===== src/inc/emc_pkg.sv =====
// Purpose: constants for the master control two / multiframe word block
// Assumes: 2048 kbit/s streams, 32 channels of 8 bits, 16 frames per multiframe
// Notes:   bit positions are msb-first within a channel
package emc_pkg;
   localparam int CH_BITS      = 8;
   localparam int CH_COUNT     = 32;
   localparam int FRAMES       = 16;
   localparam logic [4:0] CH_MASTER_TWO = 5'h1F;  // stream a
   localparam logic [4:0] CH_SIG_CTRL   = 5'h0F;  // stream a, common mode
   localparam logic [4:0] CH_MF_WORD    = 5'h00;  // stream b
   localparam logic [4:0] CH_SIG_SLOT   = 5'h10;
   localparam int BIT_COMMON_SEL  = 5;
   localparam int BIT_RCLK_EN     = 4;
   localparam int BIT_ALL_ONES    = 3;
   localparam int BIT_SLOT_ONES   = 2;
   localparam int BIT_GEN_OUT     = 1;
   localparam logic [7:0] MASTER_TWO_RESET = 8'h80;
   localparam logic [7:0] MF_WORD_RESET    = 8'h0F;
   localparam logic [7:0] ALL_ONES         = 8'hFF;
   localparam logic [7:0] IDLE_SIG         = 8'hFF;
   localparam int CLK_MHZ        = 100;
   localparam int FRAME_RATE_KHZ = 8;
endpackage : emc_pkg


===== src/core/emc_ctrl.sv =====
// Purpose: decodes master control two and the multiframe alignment word, and
//          builds line timeslot 16 and the alarm / pin behaviour they select
// Assumes: one serial bit per SYS_CLK edge on which BIT_STB is high; FRAME_SYNC
//          marks bit 0 of channel 0 of every stream frame
// Notes:   line bytes are produced in parallel per timeslot for the line coder;
//          a word on channel 31 is staged and applied on the same edge, so new
//          settings govern the whole next frame and never split one;
//          the 8 kHz pin is high from frame start to slot 16, not an even duty
`timescale 1ns/100ps
module emc_ctrl
   import emc_pkg::*;
#(
   parameter int CH_W = 5
)(
   input  wire logic       SYS_CLK,
   input  wire logic       RST,
   input  wire logic       BIT_STB,
   input  wire logic       FRAME_SYNC,
   input  wire logic       control_in_stream_a,
   input  wire logic       control_in_stream_b,
   input  wire logic       serial_data_in_stream,
   input  wire logic [7:0] RX_SLOT_DATA,
   input  wire logic       RX_SLOT_VALID,
   input  wire logic [4:0] RX_SLOT_NUM,
   input  wire logic       RX_FRAME_LOCK,
   input  wire logic       RX_FRAME_PULSE,
   output logic [7:0]      TX_SLOT_DATA,
   output logic            TX_SLOT_VALID,
   output logic [4:0]      TX_SLOT_NUM,
   output logic [3:0]      TX_FRAME_NUM,
   output logic [7:0]      SLOT16_RX_DATA,
   output logic            SLOT16_RX_VALID,
   output logic            COMMON_MODE,
   output logic            SIG_CTRL_VALID,
   output logic [7:0]      SIG_CTRL_WORD,
   output logic            recovered_frame_clock_pin_o,
   output logic            recovered_frame_clock_pin_oe_n,
   output logic            general_output_pin
);
   import emc_pkg::*;

   // shift and bit counters
   logic [7:0]      sh_a_reg, sh_a_next;
   logic [7:0]      sh_b_reg, sh_b_next;
   logic [7:0]      sh_d_reg, sh_d_next;
   logic [2:0]      bit_reg, bit_next;
   logic [CH_W-1:0] ch_reg, ch_next;
   logic [3:0]      frm_reg, frm_next;
   // staged words (captured) and applied words
   logic [7:0]      mc2_stage_reg, mc2_stage_next;
   logic [7:0]      mf_stage_reg, mf_stage_next;
   logic [7:0]      master_control_two_reg, master_control_two_next;
   logic [7:0]      tx_multiframe_align_word_reg, tx_multiframe_align_word_next;
   // one ABCD word per frame of the multiframe; entry 0 is never read
   logic [7:0]      cas_reg [FRAMES];
   logic [7:0]      cas_next [FRAMES];
   logic [7:0]      tx_data_reg, tx_data_next;
   logic            tx_valid_reg, tx_valid_next;
   logic [4:0]      tx_num_reg, tx_num_next;
   logic [7:0]      s16_reg, s16_next;
   logic            s16_valid_reg, s16_valid_next;
   logic [7:0]      sig_reg, sig_next;
   logic            sig_valid_reg, sig_valid_next;
   logic            rclk_reg, rclk_next;

   logic            ch_done;
   logic [7:0]      sa_full, sb_full, sd_full;
   logic [4:0]      ch5;

   // applied master word fields
   logic            common_signalling_select;
   logic            recovered_clock_out_enable;
   logic            transmit_all_ones_alarm;
   logic            transmit_sig_slot_all_ones;
   logic            general_output_level;

   typedef enum logic [1:0] {
      EMC_IDLE = 2'b00,
      EMC_RUN  = 2'b01
   } emc_state_t;
   emc_state_t state_reg, state_next;

   function automatic logic [7:0] shift_in(input logic [7:0] s, input logic b);
      shift_in = {s[6:0], b};
   endfunction

   // timeslot 16 content for the frame being sent
   function automatic logic [7:0] slot16_byte(input logic [3:0] f, input logic [7:0] mf,
                                              input logic [7:0] cas_w);
      if (f == 4'h0)
         slot16_byte = mf;
      else
         slot16_byte = cas_w;
   endfunction

   // final line byte: alarms override whatever the slot would carry
   function automatic logic [7:0] line_byte(input logic [4:0] ch, input logic [7:0] base,
                                            input logic all_ones, input logic slot_ones);
      line_byte = base;
      if (ch == CH_SIG_SLOT && slot_ones)
         line_byte = ALL_ONES;
      if (all_ones)
         line_byte = ALL_ONES;
   endfunction

   // stream b channels that carry ABCD words in associated mode
   function automatic logic cas_channel(input logic [4:0] ch);
      cas_channel = (ch != 5'h00) && (ch < CH_SIG_SLOT);
   endfunction

   assign ch_done = BIT_STB && (bit_reg == 3'h7);
   assign sa_full = shift_in(sh_a_reg, control_in_stream_a);
   assign sb_full = shift_in(sh_b_reg, control_in_stream_b);
   assign sd_full = shift_in(sh_d_reg, serial_data_in_stream);
   assign ch5     = 5'(ch_reg);

   // field decode of the applied master word
   assign common_signalling_select   = master_control_two_reg[BIT_COMMON_SEL];
   assign recovered_clock_out_enable = master_control_two_reg[BIT_RCLK_EN];
   assign transmit_all_ones_alarm    = master_control_two_reg[BIT_ALL_ONES];
   assign transmit_sig_slot_all_ones = master_control_two_reg[BIT_SLOT_ONES];
   assign general_output_level       = master_control_two_reg[BIT_GEN_OUT];

   always_comb begin
      state_next = state_reg;
      sh_a_next  = sh_a_reg;
      sh_b_next  = sh_b_reg;
      sh_d_next  = sh_d_reg;
      bit_next   = bit_reg;
      ch_next    = ch_reg;
      frm_next   = frm_reg;
      mc2_stage_next = mc2_stage_reg;
      mf_stage_next  = mf_stage_reg;
      master_control_two_next       = master_control_two_reg;
      tx_multiframe_align_word_next = tx_multiframe_align_word_reg;
      cas_next       = cas_reg;
      tx_data_next   = tx_data_reg;
      tx_valid_next  = 1'b0;
      tx_num_next    = tx_num_reg;
      sig_next       = sig_reg;
      sig_valid_next = 1'b0;
      case (state_reg)
         EMC_IDLE: begin
            if (FRAME_SYNC && BIT_STB) begin
               state_next = EMC_RUN;
               sh_a_next  = {7'h00, control_in_stream_a};
               sh_b_next  = {7'h00, control_in_stream_b};
               sh_d_next  = {7'h00, serial_data_in_stream};
               bit_next   = 3'h1;
               ch_next    = '0;
            end
         end
         EMC_RUN: begin
            if (BIT_STB) begin
               sh_a_next = sa_full;
               sh_b_next = sb_full;
               sh_d_next = sd_full;
               bit_next  = bit_reg + 3'h1;
               if (FRAME_SYNC) begin
                  // realign on every frame mark
                  sh_a_next = {7'h00, control_in_stream_a};
                  sh_b_next = {7'h00, control_in_stream_b};
                  sh_d_next = {7'h00, serial_data_in_stream};
                  bit_next  = 3'h1;
                  ch_next   = '0;
               end else if (ch_done) begin
                  // host places words on these channels
                  if (ch5 == CH_MASTER_TWO)
                     mc2_stage_next = sa_full;
                  if (ch5 == CH_MF_WORD)
                     mf_stage_next = sb_full;
                  if (ch5 == CH_SIG_CTRL && master_control_two_reg[BIT_COMMON_SEL]) begin
                     sig_next       = sa_full;
                     sig_valid_next = 1'b1;
                  end
                  // associated mode channels 1..15 carry ABCD; ignored in common mode
                  if (!common_signalling_select && cas_channel(ch5))
                     cas_next[ch5[3:0]] = sb_full;
                  // parallel line byte for this timeslot
                  tx_valid_next = 1'b1;
                  tx_num_next   = ch5;
                  tx_data_next  = sd_full;
                  if (ch5 == CH_SIG_SLOT && !common_signalling_select)
                     tx_data_next = slot16_byte(frm_reg, tx_multiframe_align_word_reg,
                                                cas_reg[frm_reg]);
                  // common mode keeps the stream byte in slot 16
                  tx_data_next = line_byte(ch5, tx_data_next, transmit_all_ones_alarm,
                                           transmit_sig_slot_all_ones);
                  ch_next = ch_reg + CH_W'(1);
                  if (ch5 == 5'(CH_COUNT - 1)) begin
                     // frame boundary: apply staged words
                     // take the staged value of this very edge, so a word sent
                     // on channel 31 rules the frame that starts next
                     master_control_two_next       = mc2_stage_next;
                     tx_multiframe_align_word_next = mf_stage_next;
                     frm_next = frm_reg + 4'h1;
                  end
               end
            end
         end
         default: state_next = EMC_IDLE;
      endcase
   end

   // receive side: slot 16 to output stream in common mode; 8 kHz clock
   always_comb begin
      s16_next       = s16_reg;
      s16_valid_next = 1'b0;
      rclk_next      = rclk_reg;
      if (RX_SLOT_VALID && RX_SLOT_NUM == CH_SIG_SLOT && master_control_two_reg[BIT_COMMON_SEL]) begin
         s16_next       = RX_SLOT_DATA;
         s16_valid_next = 1'b1;
      end
      // set on the frame pulse, cleared after slot 16: one cycle per received frame gives 8 kHz; only meaningful while locked
      // the level runs on while floating, so enabling the pin shows no glitch
      if (!RX_FRAME_LOCK)
         rclk_next = 1'b0;
      else if (RX_FRAME_PULSE)
         rclk_next = 1'b1;
      else if (RX_SLOT_VALID && RX_SLOT_NUM == CH_SIG_SLOT)
         rclk_next = 1'b0;
   end

   always_ff @(posedge SYS_CLK or posedge RST) begin
      if (RST) begin
         state_reg     <= EMC_IDLE;
         sh_a_reg      <= '0;
         sh_b_reg      <= '0;
         sh_d_reg      <= '0;
         bit_reg       <= '0;
         ch_reg        <= '0;
         frm_reg       <= '0;
         mc2_stage_reg <= MASTER_TWO_RESET;
         mf_stage_reg  <= MF_WORD_RESET;
         master_control_two_reg       <= MASTER_TWO_RESET;
         tx_multiframe_align_word_reg <= MF_WORD_RESET;
         for (int i = 0; i < FRAMES; i++)
            cas_reg[i] <= IDLE_SIG;
         tx_data_reg   <= '0;
         tx_valid_reg  <= 1'b0;
         tx_num_reg    <= '0;
         s16_reg       <= '0;
         s16_valid_reg <= 1'b0;
         sig_reg       <= '0;
         sig_valid_reg <= 1'b0;
         rclk_reg      <= 1'b0;
      end else begin
         state_reg     <= state_next;
         sh_a_reg      <= sh_a_next;
         sh_b_reg      <= sh_b_next;
         sh_d_reg      <= sh_d_next;
         bit_reg       <= bit_next;
         ch_reg        <= ch_next;
         frm_reg       <= frm_next;
         mc2_stage_reg <= mc2_stage_next;
         mf_stage_reg  <= mf_stage_next;
         master_control_two_reg       <= master_control_two_next;
         tx_multiframe_align_word_reg <= tx_multiframe_align_word_next;
         cas_reg       <= cas_next;
         tx_data_reg   <= tx_data_next;
         tx_valid_reg  <= tx_valid_next;
         tx_num_reg    <= tx_num_next;
         s16_reg       <= s16_next;
         s16_valid_reg <= s16_valid_next;
         sig_reg       <= sig_next;
         sig_valid_reg <= sig_valid_next;
         rclk_reg      <= rclk_next;
      end
   end

   assign TX_SLOT_DATA    = tx_data_reg;
   assign TX_SLOT_VALID   = tx_valid_reg;
   assign TX_SLOT_NUM     = tx_num_reg;
   assign TX_FRAME_NUM    = frm_reg;
   assign SLOT16_RX_DATA  = s16_reg;
   assign SLOT16_RX_VALID = s16_valid_reg;
   assign COMMON_MODE     = common_signalling_select;
   assign SIG_CTRL_WORD   = sig_reg;
   assign SIG_CTRL_VALID  = sig_valid_reg;
   // bits 7 and 6 are host-held constants; nothing here depends on them
   assign recovered_frame_clock_pin_o    = rclk_reg;
   assign recovered_frame_clock_pin_oe_n = ~recovered_clock_out_enable;
   assign general_output_pin             = general_output_level;
endmodule // emc_ctrl


===== config.mk =====
export PLATFORM = sky130hd
export DESIGN_NAME = emc_ctrl
export DESIGN_NICKNAME = d
export VERILOG_FILES = /design/src/inc/emc_pkg.sv /design/src/core/emc_ctrl.sv
export SDC_FILE = /design/constraint.sdc
export NUM_CORES = 1
export LEC_CHECK = 0
export BUFFER_PORTS_ARGS = -buffer_cell sky130_fd_sc_hd__buf_2
export CELL_PAD_IN_SITES_DETAIL_PLACEMENT = 0
export CELL_PAD_IN_SITES_GLOBAL_PLACEMENT = 1
export CORE_MARGIN = 1
export CORE_UTILIZATION = 45
export CTS_CLUSTER_DIAMETER = 200
export DETAILED_ROUTE_END_ITERATION = 10
export PLACE_DENSITY = 0.77
export SLEW_MARGIN = 20
export SYNTH_ARGS = -nofsm -noshare
export SYNTH_HDL_FRONTEND = slang
export SYNTH_SLANG_ARGS = --single-unit

===== constraint.sdc =====
create_clock -name SYS_CLK -period 7 [get_ports SYS_CLK]
set_input_delay 0 -clock SYS_CLK [delete_from_list [all_inputs] [get_ports SYS_CLK]]
set_output_delay 0 -clock SYS_CLK [all_outputs]
set_load 0.05 [all_outputs]

Yosys cells after proc, flatten, opt, wreduce, memory -nomap -nowiden

Index checks and enable logic that the tools add are counted.

$add $sub $neg: 3
Magnitude comparators: 4
Eq/ne operators: 10
Muxes and demuxes: 48
Bitwise operators: 5
Reduce and logical (&&, ||, !) cells: 23

Operators with widths:

| operator                                                             | count |
|---|---|
| 128-bit bitwise mux                                                  | 1 |
| 8-bit two-way mux                                                    | 9 |
| 7-bit two-way mux                                                    | 9 |
| 7-bit case mux with 2 select lines                                   | 3 |
| 8-bit binary-select mux with 4-bit select                            | 1 |
| 8-bit demux with 4-bit select                                        | 1 |
| 5-bit two-way mux                                                    | 4 |
| 5-bit == test, second input constant                                 | 3 |
| 5-bit AND reduction                                                  | 3 |
| 1-bit two-way mux                                                    | 13 |
| 5-bit greater-or-equal comparator, second input constant             | 2 |
| 1-bit logical AND                                                    | 10 |
| 4-bit NOT with 5-bit output                                          | 2 |
| 5-bit case mux with 2 select lines                                   | 1 |
| 3-bit two-way mux                                                    | 3 |
| 4-bit AND reduction                                                  | 2 |
| 3-bit case mux with 2 select lines                                   | 1 |
| 5-bit by 1-bit adder with 5-bit output, second input constant        | 1 |
| 5-bit by 4-bit == test with 1-bit output, second input constant      | 1 |
| 5-bit zero test                                                      | 1 |
| 5-bit by 1-bit < comparator with 1-bit output, second input constant | 1 |
| 5-bit < comparator, second input constant                            | 1 |
| 5-bit nonzero test                                                   | 1 |
| 4-bit by 1-bit adder with 4-bit output, second input constant        | 1 |
| other kinds (15)                                                     | 18 |

Register bits: 226
Output and inout bits: 40

Longest topological paths before layout

Depth in word-level cells: 8
Gate-level depth with buffers: 10
Gate-level depth less buffers: 7

Worst setup path after synthesis

No wires, ideal clock.

Path type: register to register
From: register frm_reg[1] (netlist: TX_FRAME_NUM[1])
To: register tx_data_reg[0] (netlist: TX_SLOT_DATA[0])
Setup time: 0.121 ns
Data arrival time: 2.331 ns
Data required time: 6.879 ns
Setup slack: 4.548 ns
Cell stages (with the launch flop): 11
Buffers on the path: 3
Clock period less this slack: 2.452 ns
Cells stage by stage: dfrtp_1 -> buf_4 -> buf_4 -> inv_1 -> ha_1 -> nor2b_1 -> clkbuf_1 -> a22oi_1 -> a221oi_1 -> a221oi_1 -> o22a_1

Longest elaborated chain between the ends: 8

RTL lines:

| element                                               | line            | source |
|---|---|---|
| from (decl)                                           | emc_ctrl.sv:48  | `logic [3:0] frm_reg, frm_next;` |
| from (signal assigned)                                | emc_ctrl.sv:254 | `frm_reg <= frm_next;` |
| 4-bit NOT with 5-bit output (not written as such)     | emc_ctrl.sv:185 | `cas_reg[frm_reg]);` |
| 8-bit binary-select mux with 4-bit select             | emc_ctrl.sv:185 |  |
| 8-bit two-way mux (not written as such) (2 in series) | emc_ctrl.sv:185 |  |
| 8-bit two-way mux *                                   | emc_ctrl.sv:90  | `if (f == 4'h0)` |
| 8-bit two-way mux *                                   | emc_ctrl.sv:183 | `if (ch5 == CH_SIG_SLOT && !common_signalling_select)` |
| 8-bit two-way mux *                                   | emc_ctrl.sv:100 | `if (ch == CH_SIG_SLOT && slot_ones)` |
| 8-bit two-way mux *                                   | emc_ctrl.sv:102 | `if (all_ones)` |
| to (signal assigned)                                  | emc_ctrl.sv:260 | `tx_data_reg <= tx_data_next;` |
| to (decl)                                             | emc_ctrl.sv:57  | `logic [7:0] tx_data_reg, tx_data_next;` |

Every way passes the cells marked *; elsewhere a longest branch is shown, timed or not. The select of a mux whose other input is x is not followed.
A chain may end at the register's enable or synchronous reset.

Worst setup path in the final report

Same ends and word-level chain as after synthesis.

==> impl_metrics.tcl <==
set metrics [dict create \
    min-delay-path-class "in2reg" \
    cts_tree "done" \
    critical-path-top-delay-family "flip-flops" \
    global_route.usage.met2 0.340 \
    synth_cells 721 \
    fin_crit_ps 3090 \
    synthesis.area_um2 9950 \
    routed_wire_length_per_instance_um 21.0 \
    groute.usage.overall 0.207 \
    synth_enable_flop_cells 0 \
    die_width_um 151 \
    worstPathCellList "inv_1 -> ha_1 -> nor2b_1 -> a22oi_1 -> a221oi_1 -> a221oi_1 -> o22a_1" \
    number_of_nets_still_failing_antenna_checks_after_routing 0 \
    ioPinCount 63 \
    cts_post_setup_buffers_inserted 0 \
    clockBufferDepth 3 \
    cp_data_required_time_ps 7400 \
    synthToLayoutAreaGrowth_pct 13.7 \
    max_cap_violations 0 \
    fp.coreArea_um2 21800 \
    worstSetupStartpointType "flop" \
    clock_tree.htree_level_count 1 \
    yosys_warnings 0 \
    seq_area_frac_synth 0.560 \
    worstPathMaxFanout 38 \
    timing_worst_slew_pin_value_ps 1060 \
    largest_reg_flops 128 \
    crit_top_cell "sky130_fd_sc_hd__a221oi_1" \
    detailedPlace.worstSlack_ps 3950 \
    place_hpwl_um 14700 \
    layout_worst_path_cycle_share 0.441 \
    netlist-cell-type-count 47 \
    grt_max_degree 140 \
    n_antenna_cell 0 \
    die_area_um2 22700 \
    worst_slack_ps 3910 \
    critical_path.n_buffers_inverters 1 \
    cts_sinks 216 \
    cp-end-kind "flop" \
    footprint_of_the_multi_input_gates_um2 4000 \
    final_cell_count_no_fill 1067 \
    critical_path.max_stage_delay_ps 1070 \
    final-hold-violation-count 0 \
    first_global_vias 6361 \
    number_of_antenna_violations_at_the_first_check_in_global_routing 0 \
    arrival_ps 3490 \
    skew_ps 9.62 \
    postSynthRegisterBits 216 \
    cts_root_buf "sky130_fd_sc_hd__clkbuf_16" \
    crit_path_top_delay_cell "sky130_fd_sc_hd__dfrtp_2" \
    drc 0 \
    dr.pass1.iters 5 \
    worst_ir_drop_vdd_mv 0.141 \
    vias 6032 \
    first_iter_violations 356 \
    floorplan.die.height_um 151 \
    crit_type "reg2reg" \
    clock_insertion_delay_worst_skew_ps 520 \
    grt.busiest_layer "met2" \
    row_count 54 \
    max_slew_margin 0.290 \
    clk_pin_slew_worst_paths_ps 60 \
    final.setup.tns_ps 0 \
    power.density_cell_area_nw_per_um2 249 \
    wirelength_um 22500 \
    status "finished, final reports clean" \
    grt_first_pass_wirelength_um 35500 \
    ys_async_sr_fraction 1.00 \
    fmax_mhz 324 \
    io_buffers 62 \
    syn_area_per_cell_um2 13.8 \
    fillCellCount 1828 \
    syn-num-nets 754 \
    total_leakage_power_nw 5.16 \
    detail_route.vias_per_cell 5.65 \
    finalWeightedCongestion 0.830 \
    utilization 0.520 \
    finalMaxSlewViolations 0 \
    initial_utilization 0.457 \
    grt_overflow_total 0 \
    synth-main-ff-cell "sky130_fd_sc_hd__dfstp_2" \
    met1_usage 0.280 \
    cts_buffers 24 \
    final-seq-area_um2 5580 \
    layout.nets 802 \
    setup_viol 0 \
    share_of_cells_above_drive_strength_1 0.531 \
    grt_setup_unrepaired "false" \
    post-place-cells 1007 \
    grtUsageMet3 0.0306 \
]
## stage by stage
step,power [mW],hold slack [ps],cell area [um^2]
final,2.82,15.2,11300
after global routing,2.92,41.3,11300
after CTS,2.85,13.9,11300
after detailed placement,1.58,196,10300
after global placement,1.58,189,10300
after floorplan,1.52,105,9950
## where the power goes
part / total [mW] / switching, mW / internal (mW) / leakage (nW)
registers: 1.34 / 0.0464 / 1.29 / 2.47
logic: 0.234 / 0.164 / 0.0700 / 2.31
clock network: 1.25 / 0.501 / 0.744 / 0.387
## cell type report
| cell class | instances | share of cell area |
|---|---|---|
| clock buffer | 32 | 0.0622 |
| clock inverter | 12 | 0.00885 |
| inverter | 20 | 0.00730 |
| multi-input combinational | 425 | 0.353 |
| sequential | 216 | 0.493 |
| tap | 280 | 0.0310 |
| timing repair buffer | 82 | 0.0442 |
## synth_stat cells (3+ instances only)
cell type	instances	share of area
sky130_fd_sc_hd__dfrtp_1	80	0.20
sky130_fd_sc_hd__dfstp_2	136	0.36
sky130_fd_sc_hd__nand2_1	62	0.023
sky130_fd_sc_hd__a221oi_1	16	0.014
sky130_fd_sc_hd__buf_1	9	0.0034
sky130_fd_sc_hd__nor2_1	5	0.0019
sky130_fd_sc_hd__and3_1	3	0.0019
sky130_fd_sc_hd__nand4_4	4	0.0086
sky130_fd_sc_hd__o22a_1	8	0.0070
sky130_fd_sc_hd__ha_1	10	0.013
sky130_fd_sc_hd__mux2_1	4	0.0045
sky130_fd_sc_hd__nand3_4	8	0.014
sky130_fd_sc_hd__a22oi_1	16	0.012
sky130_fd_sc_hd__buf_6	5	0.0057
sky130_fd_sc_hd__o22ai_1	9	0.0057
sky130_fd_sc_hd__nor2_2	4	0.0025
sky130_fd_sc_hd__a21oi_1	3	0.0015
sky130_fd_sc_hd__nor2b_1	4	0.0025
sky130_fd_sc_hd__nor3b_1	8	0.0060
sky130_fd_sc_hd__o21ai_0	20	0.010
sky130_fd_sc_hd__mux2_2	134	0.15
sky130_fd_sc_hd__and2_1	5	0.0031
sky130_fd_sc_hd__xnor2_1	3	0.0026
sky130_fd_sc_hd__mux4_2	16	0.036
sky130_fd_sc_hd__inv_1	18	0.0068
sky130_fd_sc_hd__buf_4	8	0.0060
sky130_fd_sc_hd__nand4_2	3	0.0038
sky130_fd_sc_hd__buf_2	13	0.0065
sky130_fd_sc_hd__clkbuf_1	25	0.0094
sky130_fd_sc_hd__a22o_1	22	0.019
sky130_fd_sc_hd__mux2i_1	41	0.041
## cells in the final DEF (no fill, tap or decap), types with 5 or more instances in the layout
master                          synthesis  routed
sky130_fd_sc_hd__dfrtp_1               80      79
sky130_fd_sc_hd__dlygate4sd3_1          0      16
sky130_fd_sc_hd__ha_1                  10      10
sky130_fd_sc_hd__nand2_1               62      62
sky130_fd_sc_hd__mux4_2                16      16
sky130_fd_sc_hd__a22o_1                22      22
sky130_fd_sc_hd__nor3b_1                8       8
sky130_fd_sc_hd__a221oi_1              16      16
sky130_fd_sc_hd__mux2i_1               41      41
sky130_fd_sc_hd__o22ai_1                9       9
sky130_fd_sc_hd__nor2_1                 5       5
sky130_fd_sc_hd__inv_1                 18      17
sky130_fd_sc_hd__dfstp_2              136     136
sky130_fd_sc_hd__clkbuf_16              0      26
sky130_fd_sc_hd__o21ai_0               20      20
sky130_fd_sc_hd__a22oi_1               16      16
sky130_fd_sc_hd__and2_1                 5       5
sky130_fd_sc_hd__o22a_1                 8       8
sky130_fd_sc_hd__nand3_4                8       8
sky130_fd_sc_hd__mux2_2               134     134
sky130_fd_sc_hd__buf_2                 13      62
## per-layer routing
| layer | vias up | wire, um |
|---|---|---|
| met5 | - | 0 |
| met3 | 43 | 884 |
| met2 | 127 | 11100 |
| li1 | 2710 | - |
| met1 | 3152 | 9930 |
| met4 | 0 | 562 |
## repair_timing
action / CTS / global route
gates resized for setup: 0 / 0
setup endpoints to repair: 0 / 0
hold buffers: 16 / 0
hold endpoints to repair: 60 / 0
## tightest hold or removal path: stages
cell,delay [ps]
sky130_fd_sc_hd__buf_2,230
sky130_fd_sc_hd__mux2i_1,190
sky130_fd_sc_hd__o21ai_0,90
## cells by family (layout without fill, tap and decap cells)
logic type                 count (synthesis)  after routing  share of synthesized area
DFF                                      216            216                      0.560
buffers and inverters                     80            146                     0.0386
and+or+nand+nor                          121            121                     0.0810
xor gates and xnor gates                   3              3                    0.00264
muxes                                    195            195                      0.234
AOI/OAI and AO/OA                         96             96                     0.0711
adders and majority gates                 10             10                     0.0126
## worst paths after layout
path / start / endpoint / slack (ps) / cells after the start
setup / recovery: TX_FRAME_NUM[1]$_DFFE_PP0P_ / TX_SLOT_DATA[0]$_DFFE_PP0P_ / 3910 / 7
hold / removal: control_in_stream_b / tx_multiframe_align_word_reg[0]$_DFFE_PP1P_ / 20 / 3
setup reg to reg: TX_FRAME_NUM[1]$_DFFE_PP0P_ / TX_SLOT_DATA[0]$_DFFE_PP0P_ / 3910 / 7
hold reg to reg: cas_reg[122]$_DFFE_PP1P_ / cas_reg[122]$_DFFE_PP1P_ / 370 / 0
max in group asynchronous: RST / SIG_CTRL_VALID$_DFF_PP0_ / 5290 / 4
min in group asynchronous: RST / TX_FRAME_NUM[2]$_DFFE_PP0P_ / 270 / 3
Power figures use the tool's default switching activity.
